<file path="src/shared/pad_pkg.sv">
`default_nettype none

package pad_pkg;

    // management register addresses
    localparam logic [4:0] PAD_ADDR_DIAG = 5'h12;
    localparam logic [4:0] PAD_ADDR_XCVR = 5'h13;

    // reset values
    localparam logic [15:0] PAD_DIAG_RESET = 16'h0000;
    localparam logic [15:0] PAD_XCVR_RESET = 16'h4000;
    localparam logic [15:0] PAD_UNMAPPED_DATA = 16'h0000;

    // diagnostic register field positions
    localparam int PAD_DIAG_FAIL_BIT = 12;
    localparam int PAD_DIAG_RESOLVED_FULL_DUPLEX_BIT = 11;
    localparam int PAD_DIAG_RATE_BIT = 10;
    localparam int PAD_DIAG_SDET_BIT = 9;
    localparam int PAD_DIAG_LOCK_BIT = 8;

    // transceiver control: gain field in the upper two bits, rest reserved
    localparam int PAD_GAIN_LSB = 14;
    localparam int PAD_GAIN_W = 2;
    localparam logic [PAD_GAIN_W-1:0] PAD_GAIN_RESET = PAD_XCVR_RESET[15:14];

    // synchroniser depth for analog status levels
    localparam int PAD_SYNC_STAGES = 2;

    // one management access, as presented by the management interface logic
    typedef struct packed {
        logic rd;
        logic wr;
        logic [4:0] addr;
        logic [15:0] wdata;
    } pad_mgmt_req_s;

    // auto-negotiation outcome from the negotiation engine (same clock)
    typedef struct packed {
        logic done;
        logic failed;
        logic full_duplex;
        logic speed_100;
    } pad_an_result_s;

endpackage

`default_nettype wire

</file>
<file path="src/verilog/pad_sync.sv">
`timescale 1ns/100ps
`default_nettype none

module pad_sync
#(
    parameter int WIDTH = 2
)
(
    input wire logic clk,
    input wire logic reset_n,
    input wire logic [WIDTH-1:0] async_in,
    output logic [WIDTH-1:0] sync_out
);
    import pad_pkg::*;

    logic [WIDTH-1:0] stage1;
    logic [WIDTH-1:0] stage2;

    // stage1 feeds stage2 only
    always_ff @(posedge clk or negedge reset_n)
    begin
        if (!reset_n)
        begin
            stage1 <= '0;
            stage2 <= '0;
        end
        else
        begin
            stage1 <= async_in;
            stage2 <= stage1;
        end
    end

    assign sync_out = stage2;

endmodule

`default_nettype wire

</file>
<file path="src/verilog/pad_regs.sv">
`timescale 1ns/100ps
`default_nettype none

module pad_regs
(
    input wire logic clk,
    input wire logic reset_n,
    input wire pad_pkg::pad_mgmt_req_s mgmt_req,
    output logic [15:0] mgmt_rdata,
    output logic mgmt_rvalid,
    input wire pad_pkg::pad_an_result_s an_result,
    input wire logic rx_signal_detect_pin,
    input wire logic rx_pll_lock_pin,
    output logic [1:0] tx_gain
);
    import pad_pkg::*;

    logic autoneg_failed_flag;
    logic resolved_full_duplex;
    logic resolved_speed_100;
    logic receive_signal_detect;
    logic rx_pll_locked;
    logic [PAD_GAIN_W-1:0] gain;
    logic [15:0] rdata;
    logic rvalid;

    logic next_autoneg_failed_flag;
    logic next_resolved_full_duplex;
    logic next_resolved_speed_100;
    logic [PAD_GAIN_W-1:0] next_gain;
    logic [15:0] next_rdata;
    logic next_rvalid;

    logic [1:0] analog_sync;
    logic [15:0] diag_value;
    logic [15:0] xcvr_value;
    logic diag_read;

    // signal detect and pll lock come from the analog front end
    pad_sync #(.WIDTH(2)) u_sync
    (
        .clk(clk),
        .reset_n(reset_n),
        .async_in({rx_signal_detect_pin, rx_pll_lock_pin}),
        .sync_out(analog_sync)
    );

    assign receive_signal_detect = analog_sync[1];
    assign rx_pll_locked = analog_sync[0];

    always_comb
    begin
        diag_value = PAD_DIAG_RESET;
        diag_value[PAD_DIAG_FAIL_BIT] = autoneg_failed_flag;
        diag_value[PAD_DIAG_RESOLVED_FULL_DUPLEX_BIT] = resolved_full_duplex;
        diag_value[PAD_DIAG_RATE_BIT] = resolved_speed_100;
        diag_value[PAD_DIAG_SDET_BIT] = receive_signal_detect;
        diag_value[PAD_DIAG_LOCK_BIT] = rx_pll_locked;
        xcvr_value = '0;
        xcvr_value[PAD_GAIN_LSB +: PAD_GAIN_W] = gain;
    end

    assign diag_read = mgmt_req.rd && (mgmt_req.addr == PAD_ADDR_DIAG);

    // negotiation outcome state
    always_comb
    begin
        next_autoneg_failed_flag = autoneg_failed_flag;
        next_resolved_full_duplex = resolved_full_duplex;
        next_resolved_speed_100 = resolved_speed_100;
        if (diag_read)
        begin
            next_autoneg_failed_flag = 1'b0;
        end
        // a failure in the clearing cycle must not be lost
        if (an_result.done && an_result.failed)
        begin
            next_autoneg_failed_flag = 1'b1;
        end
        // no common mode means nothing resolved; keep last good result
        if (an_result.done && !an_result.failed)
        begin
            next_resolved_full_duplex = an_result.full_duplex;
            next_resolved_speed_100 = an_result.speed_100;
        end
    end

    always_ff @(posedge clk or negedge reset_n)
    begin
        if (!reset_n)
        begin
            autoneg_failed_flag <= PAD_DIAG_RESET[PAD_DIAG_FAIL_BIT];
            resolved_full_duplex <= PAD_DIAG_RESET[PAD_DIAG_RESOLVED_FULL_DUPLEX_BIT];
            resolved_speed_100 <= PAD_DIAG_RESET[PAD_DIAG_RATE_BIT];
        end
        else
        begin
            autoneg_failed_flag <= next_autoneg_failed_flag;
            resolved_full_duplex <= next_resolved_full_duplex;
            resolved_speed_100 <= next_resolved_speed_100;
        end
    end

    // management access: write and read decode
    always_comb
    begin
        next_gain = gain;
        next_rdata = rdata;
        next_rvalid = 1'b0;
        // reserved bits of 0x13 drop writes; 0x12 is read only
        if (mgmt_req.wr && (mgmt_req.addr == PAD_ADDR_XCVR))
        begin
            next_gain = mgmt_req.wdata[PAD_GAIN_LSB +: PAD_GAIN_W];
        end
        if (mgmt_req.rd)
        begin
            next_rvalid = 1'b1;
            unique case (mgmt_req.addr)
                PAD_ADDR_DIAG: next_rdata = diag_value;
                PAD_ADDR_XCVR: next_rdata = xcvr_value;
                default: next_rdata = PAD_UNMAPPED_DATA;
            endcase
        end
    end

    always_ff @(posedge clk or negedge reset_n)
    begin
        if (!reset_n)
        begin
            gain <= PAD_GAIN_RESET;
            rdata <= '0;
            rvalid <= 1'b0;
        end
        else
        begin
            gain <= next_gain;
            rdata <= next_rdata;
            rvalid <= next_rvalid;
        end
    end

    assign mgmt_rdata = rdata;
    assign mgmt_rvalid = rvalid;
    assign tx_gain = gain;
endmodule

`default_nettype wire

</file>
<file path="config.mk">
export PLATFORM = sky130hd
export DESIGN_NAME = pad_regs
export DESIGN_NICKNAME = d
export VERILOG_FILES = /design/src/shared/pad_pkg.sv /design/src/verilog/pad_sync.sv /design/src/verilog/pad_regs.sv
export SDC_FILE = /design/constraint.sdc
export NUM_CORES = 1
export LEC_CHECK = 0
export ABC_CLOCK_PERIOD_IN_PS = 1000
export BUFFER_PORTS_ARGS = -buffer_cell sky130_fd_sc_hd__clkbuf_2
export CAP_MARGIN = 5
export CORE_MARGIN = 2
export CORE_UTILIZATION = 41
export CTS_BUF_LIST = sky130_fd_sc_hd__clkbuf_8
export DETAILED_ROUTE_END_ITERATION = 7
export GPL_ROUTABILITY_DRIVEN = 0
export PLACE_DENSITY = 0.83
export SLEW_MARGIN = 20
export SYNTH_ARGS = -nofsm -noshare
export SYNTH_HDL_FRONTEND = slang
export SYNTH_SLANG_ARGS = --single-unit
</file>
<file path="constraint.sdc">
create_clock -name clk -period 1 [get_ports clk]
set_clock_uncertainty 0.1 [all_clocks]
set_input_delay 0 -clock clk [delete_from_list [all_inputs] [get_ports clk]]
set_output_delay 0 -clock clk [all_outputs]
set_load 0.005 [all_outputs]
</file>
==> impl_metrics.toml <==
[detailed_routing]
wl_um = 1300
avgViaCountPerCell = 4.65
ant_nets = 0
avgRoutedWirePerCell_um = 12.3
drt_first_pass_iters = 4
vias = 493
drc = 0
dr.first_iter.drc_count = 3

[clocking]
path_clk_slew_ns = 0.07
worst_skew_pair.late_latency_ns = 0.25
clock_sinks = 17
cts_root_buffer = "clkbuf_8"
cts_tree = "done"
cts_resized = 0
h-tree-depth = 1
cts_buffers = 3
cts_buffer_depth = 2

[worst_setup_path]
critPathMaxStageDelay_ns = 0.55
path_buf_inv = 1
cp_cell_sequence = "clkbuf_2"
cp.arrival_ns = 0.91
path_delay_family = "flip-flops"
end_kind = "primary output"
cp.required_ns = 0.90
crit_path_start_kind = "register"
crit_type = "register to primary output"
critPathMaxFanout = 3
cpMaxStageDelayCell = "dfstp_2"

[floorplan]
die_height_um = 45.0
dieArea_um2 = 2020
start_util_pct = 44.6
std_cell_rows = 14
core_area_um2 = 1540
die_w_um = 45.0
num_io_pins = 50

[outcome]
violations = "setup timing"
status = "finished, violations left"

[sta]
setup_ws_ns = -0.0145
setup_viol = 1
timing.fmax_mhz = 986
fin_crit_sh_pct = 101
finalCriticalPeriod_ns = 1.01
report.final.slew_viol_count = 0
grt_setup_unrepaired = "true"
hold_viol = 0
whs_ns = 0.0103

[power]
leakagePower_nw = 0.508
finalPower_w = 0.00145
irDropWorstVdd_mv = 1.03
p_per_area_nw_per_um2 = 1500

[cells_and_area]
nets = 122
fin_util_pct = 62.6
design_area_um2 = 965
diodes = 0
drive_gt1_share_pct = 42.2
synthToLayoutAreaGrowth_pct = 40.2

[logic_synthesis]
ys_seq_area_share_pct = 62.0
yosysWarnings = 0
synth.distinct_cells = 15
avgSynthCellArea_um2 = 14.0
netlist_area_um2 = 688
synthCells = 49
ys_seq_elements = 17

[place]
placed_area_um2 = 808
dp_hpwl_um = 870
dpl_worst_slack_ns = -0.108
portBuffers = 26

[grt]
grt_overflow = 0
grt_max_degree = 18
use_met2_pct = 25.1
grt_pass1_vias = 497
grt_use_met1_pct = 17.7
top_usage_layer = "met2"
antenna_found_initial = 0
grt_pass1_wl_um = 2100
use_met3_pct = 2.80
track_usage_pct = 14.7

[min_path]
hold_path_class = "input port to register"

[run]
cap_viol_max_count = 0
==> cells by family (layout without fill, tap and decap cells) <==
kind of cell           count (synthesis)  count (layout)  share of synthesized area [%]
multiplexers                           4               4                           7.64
AND/OR/NAND/NOR                        8               8                           9.27
other                                  1               9                          0.545
AO/OA/AOI/OAI                          8               8                           9.64
flip-flops                            17              17                           62.0
buffers and inverters                 11              44                           10.9
==> what timing repair did <==
item,4_1_cts,5_1_grt
hold endpoints to repair,27,0
endpoints found under the setup margin,1,1
pin swaps,0,0
hold buffers,11,0
buffers inserted,0,0
==> sequential cells by signal, indices dropped and copies added (netlist names) <==
register,count
u_sync.stage1,2
tx_gain,2
autoneg_failed_flag,1
resolved_full_duplex,1
resolved_speed_100,1
mgmt_rvalid,1
u_sync.sync_out,2
mgmt_rdata,7
==> where the power goes <==
group          internal [W]  switching (W)  leakage [nW]  total (W)
Sequential         0.000737      0.0000253         0.211   0.000763
Clock              0.000276       0.000234        0.0255   0.000510
Combinational      0.000107      0.0000694         0.272   0.000176
==> layout by cell type, fill, tap and decap left out <==
master         count
dfrtp_1           16
and3_4             1
and4bb_1           1
conb_1             9
nor3b_4            1
clkinv_2           1
dfstp_2            1
buf_4              1
o2bb2ai_1          2
inv_1              2
dlygate4sd3_1     11
mux2_2             2
mux2_4             2
nor2b_1            1
o21ai_0            1
clkbuf_8           3
clkbuf_2          26
a22o_1             5
nand2_1            4
==> worst paths after layout <==
path,start,slack (ns),cells past startpoint,endpoint
max,tx_gain[0],-0.01,1,tx_gain[0]
min,mgmt_req[16],0.01,3,autoneg_failed_flag
max reg2reg,tx_gain[0],0.11,2,mgmt_rdata[14]
min reg2reg,u_sync.stage1[0],0.25,0,u_sync.sync_out[0]
max in group asynchronous,reset_n,0.37,2,tx_gain[0]
min in group asynchronous,reset_n,0.11,2,mgmt_rdata[10]
==> Yosys cell counts <==
| library cell | count | area [um^2] |
|---|---|---|
| a22o_1 | 5 | 43.8 |
| and3_4 | 1 | 11.3 |
| and4bb_1 | 1 | 12.5 |
| buf_4 | 9 | 67.6 |
| conb_1 | 1 | 3.75 |
| dfrtp_1 | 16 | 400 |
| dfstp_2 | 1 | 26.3 |
| inv_1 | 2 | 7.51 |
| mux2_2 | 2 | 22.5 |
| mux2_4 | 2 | 30.0 |
| nand2_1 | 4 | 15.0 |
| nor2b_1 | 1 | 6.26 |
| nor3b_4 | 1 | 18.8 |
| o21ai_0 | 1 | 5.00 |
| o2bb2ai_1 | 2 | 17.5 |
==> layout make-up <==
type,count,area [um^2]
Fill cell,118,577
Sequential cell,17,427
Inverter,2,7.51
Timing Repair Buffer,38,248
Clock buffer,3,41.3
Clock inverter,1,5.00
Tap cell,16,20.0
Multi-Input combinational cell,29,216
==> stage by stage <==
| stage | std cells | TNS, ns |
|---|---|---|
| after CTS | 106 | -0.0131 |
| final | 106 | -0.0145 |
| after global placement | 91 | -0.161 |
| after floorplan | 57 | 0 |
| after global routing | 106 | -0.0307 |
| after detailed placement | 91 | -0.331 |
==> per-layer routing <==
metal / vias to the layer above / share of wire, %
li1: 233 / -
met1: 228 / 40
met2: 30 / 51
met3: 2 / 7.7
met4: 0 / 0.69
met5: - / 0
No activity file was read; power rests on OpenSTA's default activity.
